--- src/verilog/ppic_cfg.svh ---
// Register offsets, field positions, reset values and codes of the port block
`ifndef PPIC_CFG_SVH
`define PPIC_CFG_SVH
`define PPIC_OFF_STAT 12'h000
`define PPIC_OFF_TYPE 12'h004
`define PPIC_OFF_DM0 12'h008
`define PPIC_OFF_DM1 12'h00C
`define PPIC_OFF_DM2 12'h010
`define PPIC_OFF_SLEW 12'h014
`define PPIC_OFF_IBD 12'h018
`define PPIC_OFF_PORTCFG 12'h01C
`define PPIC_OFF_SIOCFG 12'h020
`define PPIC_OFF_DATA 12'h024
`define PPIC_OFF_PIN 12'h028
`define PPIC_OFF_RSTCFG 12'h02C
`define PPIC_PORTCFG_LVTTL 0
`define PPIC_SIOCFG_REG_OUT0 0
`define PPIC_SIOCFG_REG_OUT1 1
`define PPIC_SIOCFG_THR_LSB 2
`define PPIC_SIOCFG_HYST 4
`define PPIC_RSTCFG_DEF 2'h0
`define PPIC_THR_HALF_VDDIO 2'h0
`define PPIC_THR_04_VDDIO 2'h1
`define PPIC_THR_HALF_VREF 2'h2
`define PPIC_THR_VREF 2'h3
`define PPIC_DM_ANALOG 3'h0
`define PPIC_DM_HIZ_DIG 3'h1
`define PPIC_DM_PULL_UP 3'h2
`define PPIC_DM_PULL_DOWN 3'h3
`define PPIC_DM_OD_LOW 3'h4
`define PPIC_DM_OD_HIGH 3'h5
`define PPIC_DM_STRONG 3'h6
`define PPIC_DM_PULL_BOTH 3'h7
`define PPIC_EDGE_NONE 2'h0
`define PPIC_EDGE_RISE 2'h1
`define PPIC_EDGE_FALL 2'h2
`define PPIC_EDGE_BOTH 2'h3
`define PPIC_RESP_OKAY 2'h0
`define PPIC_RESP_SLVERR 2'h2
`endif

--- src/verilog/ppic_pkg.sv ---
// Types shared by the port block modules
package ppic_pkg;
  typedef logic [1:0] ppic_edge_t;
  typedef logic [2:0] ppic_dm_t;
  typedef logic [7:0] ppic_byte_t;
  typedef logic [1:0] ppic_resp_t;
endpackage : ppic_pkg

--- src/verilog/ppic_irq_if.sv ---
// Carrier between the port block and its interrupt unit
`timescale 1ns/100ps
interface ppic_irq_if;
  logic [7:0] pin_sync;
  logic [15:0] edge_type;
  logic stat_clear;
  logic [7:0] status;
  logic irq;
  modport unit (input pin_sync, input edge_type, input stat_clear, output status, output irq);
  modport ctrl (output pin_sync, output edge_type, output stat_clear, input status, input irq);
endinterface : ppic_irq_if

--- src/verilog/ppic_sync.sv ---
// Two-stage synchroniser for the pin inputs
`timescale 1ns/100ps
module ppic_sync #(
  parameter int WIDTH = 8
) (
  // System
  input wire logic clock,
  input wire logic rst,
  input wire logic ce,
  // Data
  input wire logic [WIDTH-1:0] async_in,
  output logic [WIDTH-1:0] sync_out
);
  typedef struct packed {
    logic [WIDTH-1:0] s1;
    logic [WIDTH-1:0] s2;
  } ppic_sync_state_t;
  ppic_sync_state_t st_reg, st_next;
  always_comb begin
    st_next = st_reg;
    st_next.s1 = async_in;
    st_next.s2 = st_reg.s1;
  end
  always_ff @(posedge clock or posedge rst) begin
    if (rst) begin
      st_reg <= '0;
    end else if (ce) begin
      st_reg <= st_next;
    end
  end
  assign sync_out = st_reg.s2;
endmodule : ppic_sync

--- src/verilog/ppic_irq_unit.sv ---
// Port interrupt unit: per-pin edge detection and sticky status
`timescale 1ns/100ps
`include "ppic_cfg.svh"
module ppic_irq_unit (
  // System
  input wire logic clock,
  input wire logic rst,
  input wire logic ce,
  // Control side
  ppic_irq_if.unit bus
);
  import ppic_pkg::*;
  typedef struct packed {
    logic primed;
    logic [7:0] prev;
    logic [7:0] status;
  } ppic_irq_state_t;
  ppic_irq_state_t st_reg, st_next;
  logic [7:0] hit;

  function automatic logic edge_hit(ppic_edge_t mode, logic prv, logic cur);
    logic rise;
    logic fall;
    rise = !prv && cur;
    fall = prv && !cur;
    unique case (mode)
      `PPIC_EDGE_NONE: edge_hit = 1'b0;
      `PPIC_EDGE_RISE: edge_hit = rise;
      `PPIC_EDGE_FALL: edge_hit = fall;
      `PPIC_EDGE_BOTH: edge_hit = rise || fall;
    endcase
  endfunction : edge_hit

  always_comb begin
    st_next = st_reg;
    for (int i = 0; i < 8; i++) begin
      // Edges only; no level sensing here
      hit[i] = st_reg.primed && edge_hit(bus.edge_type[2*i +: 2], st_reg.prev[i], bus.pin_sync[i]);
    end
    st_next.prev = bus.pin_sync;
    st_next.primed = 1'b1;
    // Set beats the read-clear in the same cycle
    st_next.status = (bus.stat_clear ? 8'h00 : st_reg.status) | hit;
  end

  always_ff @(posedge clock or posedge rst) begin
    if (rst) begin
      st_reg <= '0;
    end else if (ce) begin
      st_reg <= st_next;
    end
  end

  assign bus.status = st_reg.status;
  assign bus.irq = |st_reg.status;
endmodule : ppic_irq_unit

--- src/verilog/ppic_port.sv ---
// Eight-pin port: configuration registers, pin drive, interrupt unit, AXI4-Lite slave
//
// Behaviour
// - One interrupt unit per eight-pin port with its own request line.
// - Each pin detects rising, falling, both edges or nothing.
// - Matching event sets pin status bit and raises port request.
// - One status bit per pin identifies the interrupting pin.
// - Interrupt detection keeps running in all sleep modes.
// - Only edge detection; level interrupts are built elsewhere.
// - Per-pin slew bit selects fast or slow edge rate.
// - Port-wide input threshold: CMOS default or LVTTL.
// - Each pin input buffer can be disabled in any drive mode.
// - Each special pin selects supply high level or regulated level.
// - No resistive pulls on special pin in regulated output mode.
// - Pin pair shares reference with four threshold choices.
// - Hysteresis enable for special pin input buffer.
// - All pins held high-Z analog while reset is active.
// - Stored reset configuration loaded into port reset register at release.
// - Pin state held unchanged through low-power modes.
// - All pins take part in the board-level boundary scan chain.
// - Three-bit drive mode per pin with eight codes.
// - Slew selection applies only to strong and open drain modes.
`timescale 1ns/100ps
`include "ppic_cfg.svh"
module ppic_port (
  // System
  input wire logic clock,
  input wire logic rst,
  input wire logic ce,
  input wire logic sleep,
  // Stored reset configuration (bit0 pull-up, bit1 pull-down)
  input wire logic [1:0] nv_reset_cfg,
  // Pins
  input wire logic [7:0] pin_in,
  output logic [7:0] pin_out,
  output logic [7:0] pin_oe,
  output logic [7:0] pin_pull_up,
  output logic [7:0] pin_pull_down,
  output logic [7:0] pin_slow_slew,
  output logic [7:0] pin_ibuf_en,
  output logic pin_lvttl,
  output logic [1:0] sio_reg_out,
  output logic [1:0] sio_threshold,
  output logic sio_hyst_en,
  // Boundary scan
  input wire logic scan_mode,
  input wire logic [7:0] scan_out,
  input wire logic [7:0] scan_oe,
  output logic [7:0] scan_capture,
  // Interrupt request
  output logic port_irq,
  // AXI4-Lite
  input wire logic [11:0] s_axi_awaddr,
  input wire logic s_axi_awvalid,
  output logic s_axi_awready,
  input wire logic [31:0] s_axi_wdata,
  input wire logic [3:0] s_axi_wstrb,
  input wire logic s_axi_wvalid,
  output logic s_axi_wready,
  output ppic_pkg::ppic_resp_t s_axi_bresp,
  output logic s_axi_bvalid,
  input wire logic s_axi_bready,
  input wire logic [11:0] s_axi_araddr,
  input wire logic s_axi_arvalid,
  output logic s_axi_arready,
  output logic [31:0] s_axi_rdata,
  output ppic_pkg::ppic_resp_t s_axi_rresp,
  output logic s_axi_rvalid,
  input wire logic s_axi_rready
);
  import ppic_pkg::*;

  typedef enum logic [2:0] {
    PPIC_ST_HOLD = 3'b001,
    PPIC_ST_LOAD = 3'b010,
    PPIC_ST_RUN = 3'b100
  } ppic_phase_t;

  typedef struct packed {
    ppic_phase_t phase;
    logic [15:0] edge_type;
    ppic_byte_t dm0, dm1, dm2;
    ppic_byte_t slew, ibuf_dis, data;
    logic lvttl;
    logic [4:0] sio_cfg;
    logic [1:0] rst_cfg;
    logic aw_held, w_held;
    logic [11:0] aw_addr;
    logic [31:0] w_data;
    logic [3:0] w_strb;
    logic bvalid, rvalid;
    ppic_resp_t bresp, rresp;
    logic [31:0] rdata;
    ppic_byte_t out_r, oe_r, pu_r, pd_r, slow_r, ibuf_r, scan_r;
    logic lvttl_r;
    logic [1:0] sio_reg_r, sio_thr_r;
    logic hyst_r, irq_r;
  } ppic_port_state_t;

  ppic_port_state_t st_reg, st_next;
  logic [7:0] pin_sync;
  logic stat_read;
  ppic_irq_if irq_bus ();

  function automatic logic addr_known(logic [11:0] a);
    unique case (a)
      `PPIC_OFF_STAT, `PPIC_OFF_TYPE, `PPIC_OFF_DM0, `PPIC_OFF_DM1, `PPIC_OFF_DM2,
      `PPIC_OFF_SLEW, `PPIC_OFF_IBD, `PPIC_OFF_PORTCFG, `PPIC_OFF_SIOCFG,
      `PPIC_OFF_DATA, `PPIC_OFF_PIN, `PPIC_OFF_RSTCFG: addr_known = 1'b1;
      default: addr_known = 1'b0;
    endcase
  endfunction : addr_known

  function automatic logic [31:0] merge(logic [31:0] old, logic [31:0] nw, logic [3:0] strb);
    logic [31:0] r;
    r = old;
    for (int b = 0; b < 4; b++) begin
      if (strb[b]) begin
        r[8*b +: 8] = nw[8*b +: 8];
      end
    end
    merge = r;
  endfunction : merge

  // Pin inputs pass two flops first
  ppic_sync #(.WIDTH(8)) u_sync (
    .clock(clock),
    .rst(rst),
    .ce(ce),
    .async_in(pin_in),
    .sync_out(pin_sync)
  );

  // Unit runs from the system clock regardless of sleep
  ppic_irq_unit u_irq (
    .clock(clock),
    .rst(rst),
    .ce(ce),
    .bus(irq_bus.unit)
  );
  assign irq_bus.pin_sync = pin_sync;
  assign irq_bus.edge_type = st_reg.edge_type;
  // Clear at the edge that takes the read; a later clear would drop fresh events
  assign stat_read = s_axi_arvalid && !st_reg.rvalid && (s_axi_araddr == `PPIC_OFF_STAT);
  assign irq_bus.stat_clear = stat_read;

  always_comb begin
    logic [31:0] wv;
    logic [31:0] rv;
    logic [2:0] dm;
    logic regulated;
    wv = '0;
    rv = '0;
    dm = '0;
    regulated = 1'b0;
    st_next = st_reg;

    // Stored reset configuration loads once at release
    unique case (st_reg.phase)
      PPIC_ST_HOLD: st_next.phase = PPIC_ST_LOAD;
      PPIC_ST_LOAD: begin
        st_next.rst_cfg = nv_reset_cfg;
        st_next.phase = PPIC_ST_RUN;
      end
      PPIC_ST_RUN: st_next.phase = PPIC_ST_RUN;
      default: st_next.phase = PPIC_ST_HOLD;
    endcase

    // Write channel: address and data in either order
    if (s_axi_awvalid && !st_reg.aw_held) begin
      st_next.aw_held = 1'b1;
      st_next.aw_addr = s_axi_awaddr;
    end
    if (s_axi_wvalid && !st_reg.w_held) begin
      st_next.w_held = 1'b1;
      st_next.w_data = s_axi_wdata;
      st_next.w_strb = s_axi_wstrb;
    end
    if (st_reg.aw_held && st_reg.w_held && !st_reg.bvalid) begin
      st_next.aw_held = 1'b0;
      st_next.w_held = 1'b0;
      st_next.bvalid = 1'b1;
      st_next.bresp = addr_known(st_reg.aw_addr) ? `PPIC_RESP_OKAY : `PPIC_RESP_SLVERR;
      unique case (st_reg.aw_addr)
        `PPIC_OFF_TYPE: begin
          wv = merge({16'h0000, st_reg.edge_type}, st_reg.w_data, st_reg.w_strb);
          st_next.edge_type = wv[15:0];
        end
        `PPIC_OFF_DM0: begin
          wv = merge({24'h000000, st_reg.dm0}, st_reg.w_data, st_reg.w_strb);
          st_next.dm0 = wv[7:0];
        end
        `PPIC_OFF_DM1: begin
          wv = merge({24'h000000, st_reg.dm1}, st_reg.w_data, st_reg.w_strb);
          st_next.dm1 = wv[7:0];
        end
        `PPIC_OFF_DM2: begin
          wv = merge({24'h000000, st_reg.dm2}, st_reg.w_data, st_reg.w_strb);
          st_next.dm2 = wv[7:0];
        end
        `PPIC_OFF_SLEW: begin
          wv = merge({24'h000000, st_reg.slew}, st_reg.w_data, st_reg.w_strb);
          st_next.slew = wv[7:0];
        end
        `PPIC_OFF_IBD: begin
          wv = merge({24'h000000, st_reg.ibuf_dis}, st_reg.w_data, st_reg.w_strb);
          st_next.ibuf_dis = wv[7:0];
        end
        `PPIC_OFF_PORTCFG: begin
          wv = merge({31'h0, st_reg.lvttl}, st_reg.w_data, st_reg.w_strb);
          st_next.lvttl = wv[`PPIC_PORTCFG_LVTTL];
        end
        `PPIC_OFF_SIOCFG: begin
          wv = merge({27'h0000000, st_reg.sio_cfg}, st_reg.w_data, st_reg.w_strb);
          st_next.sio_cfg = wv[4:0];
        end
        `PPIC_OFF_DATA: begin
          wv = merge({24'h000000, st_reg.data}, st_reg.w_data, st_reg.w_strb);
          st_next.data = wv[7:0];
        end
        `PPIC_OFF_RSTCFG: begin
          wv = merge({30'h0, st_reg.rst_cfg}, st_reg.w_data, st_reg.w_strb);
          st_next.rst_cfg = wv[1:0];
        end
        default: wv = '0;
      endcase
    end
    if (st_reg.bvalid && s_axi_bready) begin
      st_next.bvalid = 1'b0;
    end

    // Read channel; status read clears it
    if (s_axi_arvalid && !st_reg.rvalid) begin
      st_next.rvalid = 1'b1;
      st_next.rresp = addr_known(s_axi_araddr) ? `PPIC_RESP_OKAY : `PPIC_RESP_SLVERR;
      unique case (s_axi_araddr)
        `PPIC_OFF_STAT: rv = {24'h000000, irq_bus.status};
        `PPIC_OFF_TYPE: rv = {16'h0000, st_reg.edge_type};
        `PPIC_OFF_DM0: rv = {24'h000000, st_reg.dm0};
        `PPIC_OFF_DM1: rv = {24'h000000, st_reg.dm1};
        `PPIC_OFF_DM2: rv = {24'h000000, st_reg.dm2};
        `PPIC_OFF_SLEW: rv = {24'h000000, st_reg.slew};
        `PPIC_OFF_IBD: rv = {24'h000000, st_reg.ibuf_dis};
        `PPIC_OFF_PORTCFG: rv = {31'h0, st_reg.lvttl};
        `PPIC_OFF_SIOCFG: rv = {27'h0000000, st_reg.sio_cfg};
        `PPIC_OFF_DATA: rv = {24'h000000, st_reg.data};
        `PPIC_OFF_PIN: rv = {24'h000000, pin_sync};
        `PPIC_OFF_RSTCFG: rv = {30'h0, st_reg.rst_cfg};
        default: rv = '0;
      endcase
      st_next.rdata = rv;
    end
    if (st_reg.rvalid && s_axi_rready) begin
      st_next.rvalid = 1'b0;
    end

    // Pin drive. Config held across sleep; only software or reset changes it
    for (int i = 0; i < 8; i++) begin
      dm = {st_reg.dm2[i], st_reg.dm1[i], st_reg.dm0[i]};
      regulated = st_reg.sio_cfg[i % 2] && (i < 2);
      st_next.out_r[i] = st_reg.data[i];
      st_next.pu_r[i] = 1'b0;
      st_next.pd_r[i] = 1'b0;
      st_next.oe_r[i] = 1'b0;
      unique case (dm)
        `PPIC_DM_ANALOG, `PPIC_DM_HIZ_DIG: st_next.oe_r[i] = 1'b0;
        `PPIC_DM_PULL_UP: begin
          st_next.oe_r[i] = !st_reg.data[i];
          st_next.pu_r[i] = st_reg.data[i] && !regulated;
        end
        `PPIC_DM_PULL_DOWN: begin
          st_next.oe_r[i] = st_reg.data[i];
          st_next.pd_r[i] = !st_reg.data[i] && !regulated;
        end
        `PPIC_DM_OD_LOW: st_next.oe_r[i] = !st_reg.data[i];
        `PPIC_DM_OD_HIGH: st_next.oe_r[i] = st_reg.data[i];
        `PPIC_DM_STRONG: st_next.oe_r[i] = 1'b1;
        `PPIC_DM_PULL_BOTH: begin
          st_next.pu_r[i] = st_reg.data[i] && !regulated;
          st_next.pd_r[i] = !st_reg.data[i] && !regulated;
        end
      endcase
      // Slew only matters for strong and open drain modes
      st_next.slow_r[i] = !st_reg.slew[i] && dm[2] && (dm != `PPIC_DM_PULL_BOTH);
      // Analog mode has no digital input
      st_next.ibuf_r[i] = !st_reg.ibuf_dis[i] && (dm != `PPIC_DM_ANALOG);
      // Reset-configured pulls apply while pin stays in analog default
      if (dm == `PPIC_DM_ANALOG) begin
        st_next.pu_r[i] = st_reg.rst_cfg[0] && !regulated;
        st_next.pd_r[i] = st_reg.rst_cfg[1] && !regulated;
      end
    end
    // Scan overrides functional drive
    if (scan_mode) begin
      st_next.out_r = scan_out;
      st_next.oe_r = scan_oe;
      st_next.pu_r = 8'h00;
      st_next.pd_r = 8'h00;
    end
    st_next.scan_r = pin_sync;
    st_next.lvttl_r = st_reg.lvttl;
    st_next.sio_reg_r = st_reg.sio_cfg[1:0];
    st_next.sio_thr_r = st_reg.sio_cfg[3:2];
    st_next.hyst_r = st_reg.sio_cfg[`PPIC_SIOCFG_HYST];
    st_next.irq_r = irq_bus.irq;
  end

  // Reset clears all drive: pins high-Z analog
  always_ff @(posedge clock or posedge rst) begin
    if (rst) begin
      st_reg <= '0;
      st_reg.phase <= PPIC_ST_HOLD;
      st_reg.rst_cfg <= `PPIC_RSTCFG_DEF;
    end else if (ce) begin
      st_reg <= st_next;
    end
  end

  assign pin_out = st_reg.out_r;
  assign pin_oe = st_reg.oe_r;
  assign pin_pull_up = st_reg.pu_r;
  assign pin_pull_down = st_reg.pd_r;
  assign pin_slow_slew = st_reg.slow_r;
  assign pin_ibuf_en = st_reg.ibuf_r;
  assign pin_lvttl = st_reg.lvttl_r;
  assign sio_reg_out = st_reg.sio_reg_r;
  assign sio_threshold = st_reg.sio_thr_r;
  assign sio_hyst_en = st_reg.hyst_r;
  assign scan_capture = st_reg.scan_r;
  assign port_irq = st_reg.irq_r;
  assign s_axi_awready = !st_reg.aw_held;
  assign s_axi_wready = !st_reg.w_held;
  assign s_axi_bvalid = st_reg.bvalid;
  assign s_axi_bresp = st_reg.bresp;
  assign s_axi_arready = !st_reg.rvalid;
  assign s_axi_rvalid = st_reg.rvalid;
  assign s_axi_rdata = st_reg.rdata;
  assign s_axi_rresp = st_reg.rresp;
endmodule : ppic_port

--- config.mk ---
export PLATFORM = sky130hd
export DESIGN_NAME = ppic_port
export DESIGN_NICKNAME = d
export VERILOG_FILES = /design/src/verilog/ppic_pkg.sv /design/src/verilog/ppic_irq_if.sv /design/src/verilog/ppic_sync.sv /design/src/verilog/ppic_irq_unit.sv /design/src/verilog/ppic_port.sv
export VERILOG_INCLUDE_DIRS = /design/src /design/src/verilog
export SDC_FILE = /design/constraint.sdc
export NUM_CORES = 1
export LEC_CHECK = 0
export BUFFER_PORTS_ARGS = -buffer_cell sky130_fd_sc_hd__buf_4
export CORE_ASPECT_RATIO = 0.6
export CORE_MARGIN = 2
export CORE_UTILIZATION = 38
export DETAILED_ROUTE_END_ITERATION = 8
export SLEW_MARGIN = 20
export SYNTH_ARGS = -nofsm -noshare
export SYNTH_HDL_FRONTEND = slang
export SYNTH_SLANG_ARGS = --single-unit
export TNS_END_PERCENT = 10
--- constraint.sdc ---
create_clock -name clock -period 11.65 [get_ports clock]
set_clock_uncertainty 0.15 [all_clocks]
set_input_delay 1.165 -clock clock [delete_from_list [all_inputs] [get_ports clock]]
set_output_delay 1.165 -clock clock [all_outputs]
set_load 0.02 [all_outputs]
Word-level counts from Yosys, hierarchy flattened --
Index checks and enable logic that the tools add are counted.
Operators by class: bitwise logic cells 1, reduce and logical (&&, ||, !) cells 203, equality and inequality tests 106, muxes and demuxes 68
Operators with widths (count):
- $pmux 16 s12 | 1
- $eq 3x3->1 const B | 33
- $eq 12x5->1 const B | 8
- $eq 12x6->1 const B | 8
- $reduce_or 2->1 | 33
- $logic_and 1x1->1 | 64
- $eq 3x2->1 const B | 17
- $eq 12x4->1 const B | 4
- $logic_not 1->1 | 46
- $mux 1 | 42
- $reduce_and 4->1 | 10
- $eq 2x2->1 const B | 16
- $mux 32 | 1
- $pmux 1 s4 | 8
- $ne 3x3->1 const B | 9
- $eq 12x3->1 const B | 2
- $logic_not 12->1 | 2
- $logic_not 3->1 | 8
- $pmux 1 s3 | 8
- $reduce_bool 3->1 | 8
- $reduce_or 12->1 | 2
- $reduce_and 2->1 | 9
- $eq 2x1->1 const B | 8
- $logic_not 2->1 | 8
- 9 further kinds | 23
Storage, ports and cells: bits of input ports 96, word-level logic and storage cells 416, output and inout bits 104, register bits after elaboration 233

Logic depth before layout (Yosys ltp) --
depth after elaboration 6, depth in mapped cells 7, mapped depth without buffers 6

Modules after synthesis --
Synthesis repeated with hierarchy kept, for this count alone.
Second synthesis, totals: cells, all modules 1039, area, all modules 11388.4 um^2
By module, submodules not included:
- ppic_port | area an instance 9593.0 um^2, instances 1, seq. area each 4755.8 um^2, cells each 881
- ppic_irq_unit | area an instance 1142.3 um^2, instances 1, seq. area each 425.4 um^2, cells each 123
- ppic_sync | area an instance 653.1 um^2, instances 1, seq. area each 400.4 um^2, cells each 35

Worst setup path after synthesis --
OpenSTA, ideal clock, no wires.
path type in2reg, start point in ce, end point reg st_reg[167] in the netlist's numbering, buffers on the path 2, data arrival time 2.869 ns, slack 8.506 ns, stages on the path 7, setup time 0.125 ns, cell sequence buf_4 > and4b_2 > nor3b_4 > nand2_4 > or4_1 > buf_6 > mux2_4
Between the ends: cells in the longest elaborated chain, start to end 1
RTL lines:
- start, declared | RTL line ppic_port.sv:29 | input wire logic ce,
- $reduce_and 4->1 (no source line)
- end signal, assigned | RTL line ppic_port.sv:315 | st_reg <= st_next;
- end, declared | RTL line ppic_port.sv:100 | ppic_port_state_t st_reg, st_next;
No other way between the ends. A chain may end at the register's enable or synchronous reset.

Worst setup path in the final report --
start point in ce, end point reg st_reg[169] in the netlist's numbering
The elaborated chain is that of the path after synthesis.

==> metrics.md <==
| Metric | Value |
|---|---|
| Status | `finished clean` |
| Gate count of the mapped netlist | `approximately 1000` |
| Final core area utilization | `0.445` |
| Sw Share | `0.295` |
| Final Net Count | `~1200` |
| Total of max-cap violations | `0` |
| Starting density of the core | `0.384` |
| Layout cell share with drive strength beyond 1 | `0.331` |
| Number of detailed-routing iterations run before antenna repair | `5` |
| Standard cell area after detailed placement | `0.0119 mm2` |
| Clock Latency Late Sink | `approximately 0.53 ns` |
| Reported net switching power | `approximately 0.63 mW` |
| Smallest setup slack after layout | `between 8 and 9 ns` |
| Upper clock frequency limit | `between 0.2 and 0.3 GHz` |
| Post-synthesis sequential element count | `215` |
| Sequential element share of the synthesized area | `0.492` |
| Hold slack | `about 0.32 ns` |
| Stages on the worst setup path | `6` |
| Startpoint types | `input pin` |
| Count of antenna-violating nets left after detailed routing | `0` |
| Synthesis-to-finish area growth | `16.0%` |
| Synthesis warning total | `0` |
| Final WL | `28300 um` |
| Horizontal extent of the die | `about 220 um` |
| CP bufs+invs | `1` |
| Post-cts hold buffer count | `0` |
| Drt wl/cell | `around 19 um` |
| Number of DRC violations after detailed-routing iteration 0 | `about 610` |
| Syn Area/Cell | `roughly 11 um2` |
| Cells taking the most area after synthesis | `dfrtp_1, mux2_2, buf_4` |
| Number of distinct library cells after synthesis | `62` |
| Max Buffers Root-to-Sink | `3` |
| Layer carrying the most global-route usage | `met2` |
| Synth top cells by count | `dfrtp_1, mux2_2, buf_4, nand2_1` |
| CTS sink cnt | `around 220` |
| Cell with the most instances after synthesis | `dfrtp_1` |
| Post-route DRC violation count | `0` |
| Height of the die | `between 100 and 150 um` |
| Final Instance Area | `between 0.01 and 0.015 mm2` |
| Number of rows in the core area | `48` |
| Gate family responsible for the most delay along the worst path | `simple AND/OR/NAND/NOR gates` |
| Post-CTS Setup Inserts | `0` |
| Sequential fraction of design power | `0.462` |
| Leading register cell type out of synthesis | `dfrtp_1` |
| Number of buffers added on ports | `approximately 160` |
| Worst reg2reg path depth | `5` |
| Global routing met2 resource utilization | `0.286` |
| Pin count of the biggest net entering global routing | `104` |
| Antenna diode instance count | `0` |
| Ports | `200` |
| Clock input transition at the sequential cells of the worst setup and hold paths | `around 0.06 ns` |
| Internal power of the cells | `1.51 mW` |
| Max IR drop VDD | `92.6 uV` |
| Hold violation count in the final report | `0` |
| Root Buffer Master | `clkbuf_16` |
| Peak fanout along the critical path | `between 40 and 50` |
| Die Outline Area | `just over 0.03 mm2` |
| Number of standard cells in the layout, taps in and fillers out | `approximately 1500` |
| Standard cell with the maximum stage delay on the critical path | `or4_1` |
| Power density of the placed cells | `about 170 mW/mm2` |
| Leakage | `5.94 nW` |
| Proportion of netlist area held by the largest area contributor | `0.489` |
| Core Area | `about 0.029 mm2` |
| Slowest cell delay on critical path | `around 0.83 ns` |
| Number of setup violations in the final report | `0` |
| Number of antenna violations at the first check in global routing | `0` |
| Number of flip-flops in the largest register | `85` |
| Clock network fraction of design power | `0.370` |
| Overall fraction of global-route tracks in use | `0.186` |
| Maximum level of the CTS H-tree | `1` |
| Overall power after layout | `between 2 and 2.5 mW` |
| Worst setup path category | `in2reg` |
| Met3 track demand over resource | `0.0429` |
| Setup repair after global routing missed its margin | `no` |
| Required time at the worst-slack endpoint | `about 12 ns` |
| Num CTS Buffers | `23` |
| HPWL Detailed | `about 20000 um` |
| Share of flip-flops with an asynchronous set or reset | `1.00` |
| Clock tree from TritonCTS | `built` |
| Kind of path behind the tightest hold check | `reg2reg` |
| Vias | `7538` |
| WHS Path Cells | `1` |
| Setup crit end kind | `flip-flop` |
| Normalized max-slew margin | `0.322` |
| Final cycle utilization of the critical path | `0.288` |
| Final max-slew violation count | `0` |
| Post-Syn Area | `roughly 0.011 mm2` |
| Tightest Pin Transition | `about 1.0 ns` |
| Worst Setup Slack post-DPL | `between 7 and 8 ns` |
| Grt total ovfl | `0` |
| Total placed cells including tap cells | `between 1000 and 1500` |
| Ordered cell list for the critical path | `buf_4 -> and4b_2 -> nor3b_4 -> nand2_4 -> or4_1 -> mux2_4` |
| Largest area contributor in the netlist | `dfrtp_1` |
| Minimum clock period after layout | `between 3 and 4 ns` |
| First-pass GRT wire length | `43300 um` |
| Signal arrival time at the worst endpoint | `roughly 3.6 ns` |
| EDFF count, synth | `0` |
| Global routing usage on met1 | `0.268` |
| Count of instances resized after the clock tree is built | `0` |
| Global placement routability congestion | `approximately 0.88` |
| Via count of the first global-routing pass | `between 7000 and 8000` |
| Setup TNS Final | `0 ns` |
| Ratio of routed vias to standard cells | `5.14` |
| Combinational power share | `0.169` |
-- final timing paths --
| kind | startpoint | to | slack [ns] |
|---|---|---|---|
| min in group asynchronous | rst | st_reg[113] | 0.56 |
| worst min register to register | u_irq.st_reg[16] | u_irq.st_reg[16] | 0.32 |
| worst max register to register | st_reg[144] | st_reg[169] | 8.82 |
| max in group asynchronous | rst | pin_ibuf_en[2] | 8.90 |
| worst max-delay path | ce | st_reg[169] | 8.29 |
| worst min-delay path | u_irq.st_reg[16] | u_irq.st_reg[16] | 0.32 |
-- cells by family (layout without fill, tap and decap cells) --
| logic type | Yosys count | after routing | share of synthesized area |
|---|---|---|---|
| AOI/OAI and AO/OA | 164 | 164 | 0.0951 |
| buffers and inverters | 203 | 272 | 0.104 |
| xor gates and xnor gates | 16 | 16 | 0.0128 |
| DFF | 215 | 215 | 0.492 |
| and+or+nand+nor | 225 | 225 | 0.105 |
| muxes | 165 | 165 | 0.173 |
| adders and majority gates | 16 | 16 | 0.0183 |
| other | 1 | 18 | 0.000343 |
-- per-layer routing --
| metal | vias to the layer above | wire length (um) |
|---|---|---|
| li1 | 3565 | - |
| met1 | 3734 | 13400 |
| met2 | 209 | 12600 |
| met3 | 30 | 1800 |
| met4 | 0 | 400 |
| met5 | - | 0 |
-- layout make-up --
type	count	area [um2]
fillers	2671	15800
flip-flops and latches	215	5380
multi-input cells	604	4520
repair buffers	169	1270
clock buffers	34	697
well taps	375	469
inverters	61	236
clock inverters	8	121
-- cell usage in the layout, fill, tap and decap left out, types with 4 or more instances in the layout --
master and n:
a21boi_0 7, a21oi_1 35, a22o_1 11, a22oi_1 6, a31oi_1 14, a32oi_1 13
and3_1 4, buf_4 169, clkbuf_16 23, clkbuf_8 8, conb_1 18, dfrtp_1 214
ha_1 16, inv_1 60, mux2_2 121, mux2_4 8, mux2i_1 32, mux4_2 4
nand2_1 80, nand3_1 9, nand3b_1 4, nand4_1 5, nand4b_1 8, nor2_1 61
nor3_1 18, o21ai_0 44, o22ai_1 16, xnor2_1 16
-- power groups by stage --
stage	clock (mW)	sequential, mW	combinational [mW]
finish	0.790	0.987	0.360
global route	0.845	1.00	0.397
CTS	0.815	0.986	0.366
detailed placement	0	0.999	0.365
global placement	0	0.995	0.358
floorplan	0	0.934	0.301
(Power assumes the default switching activity.)
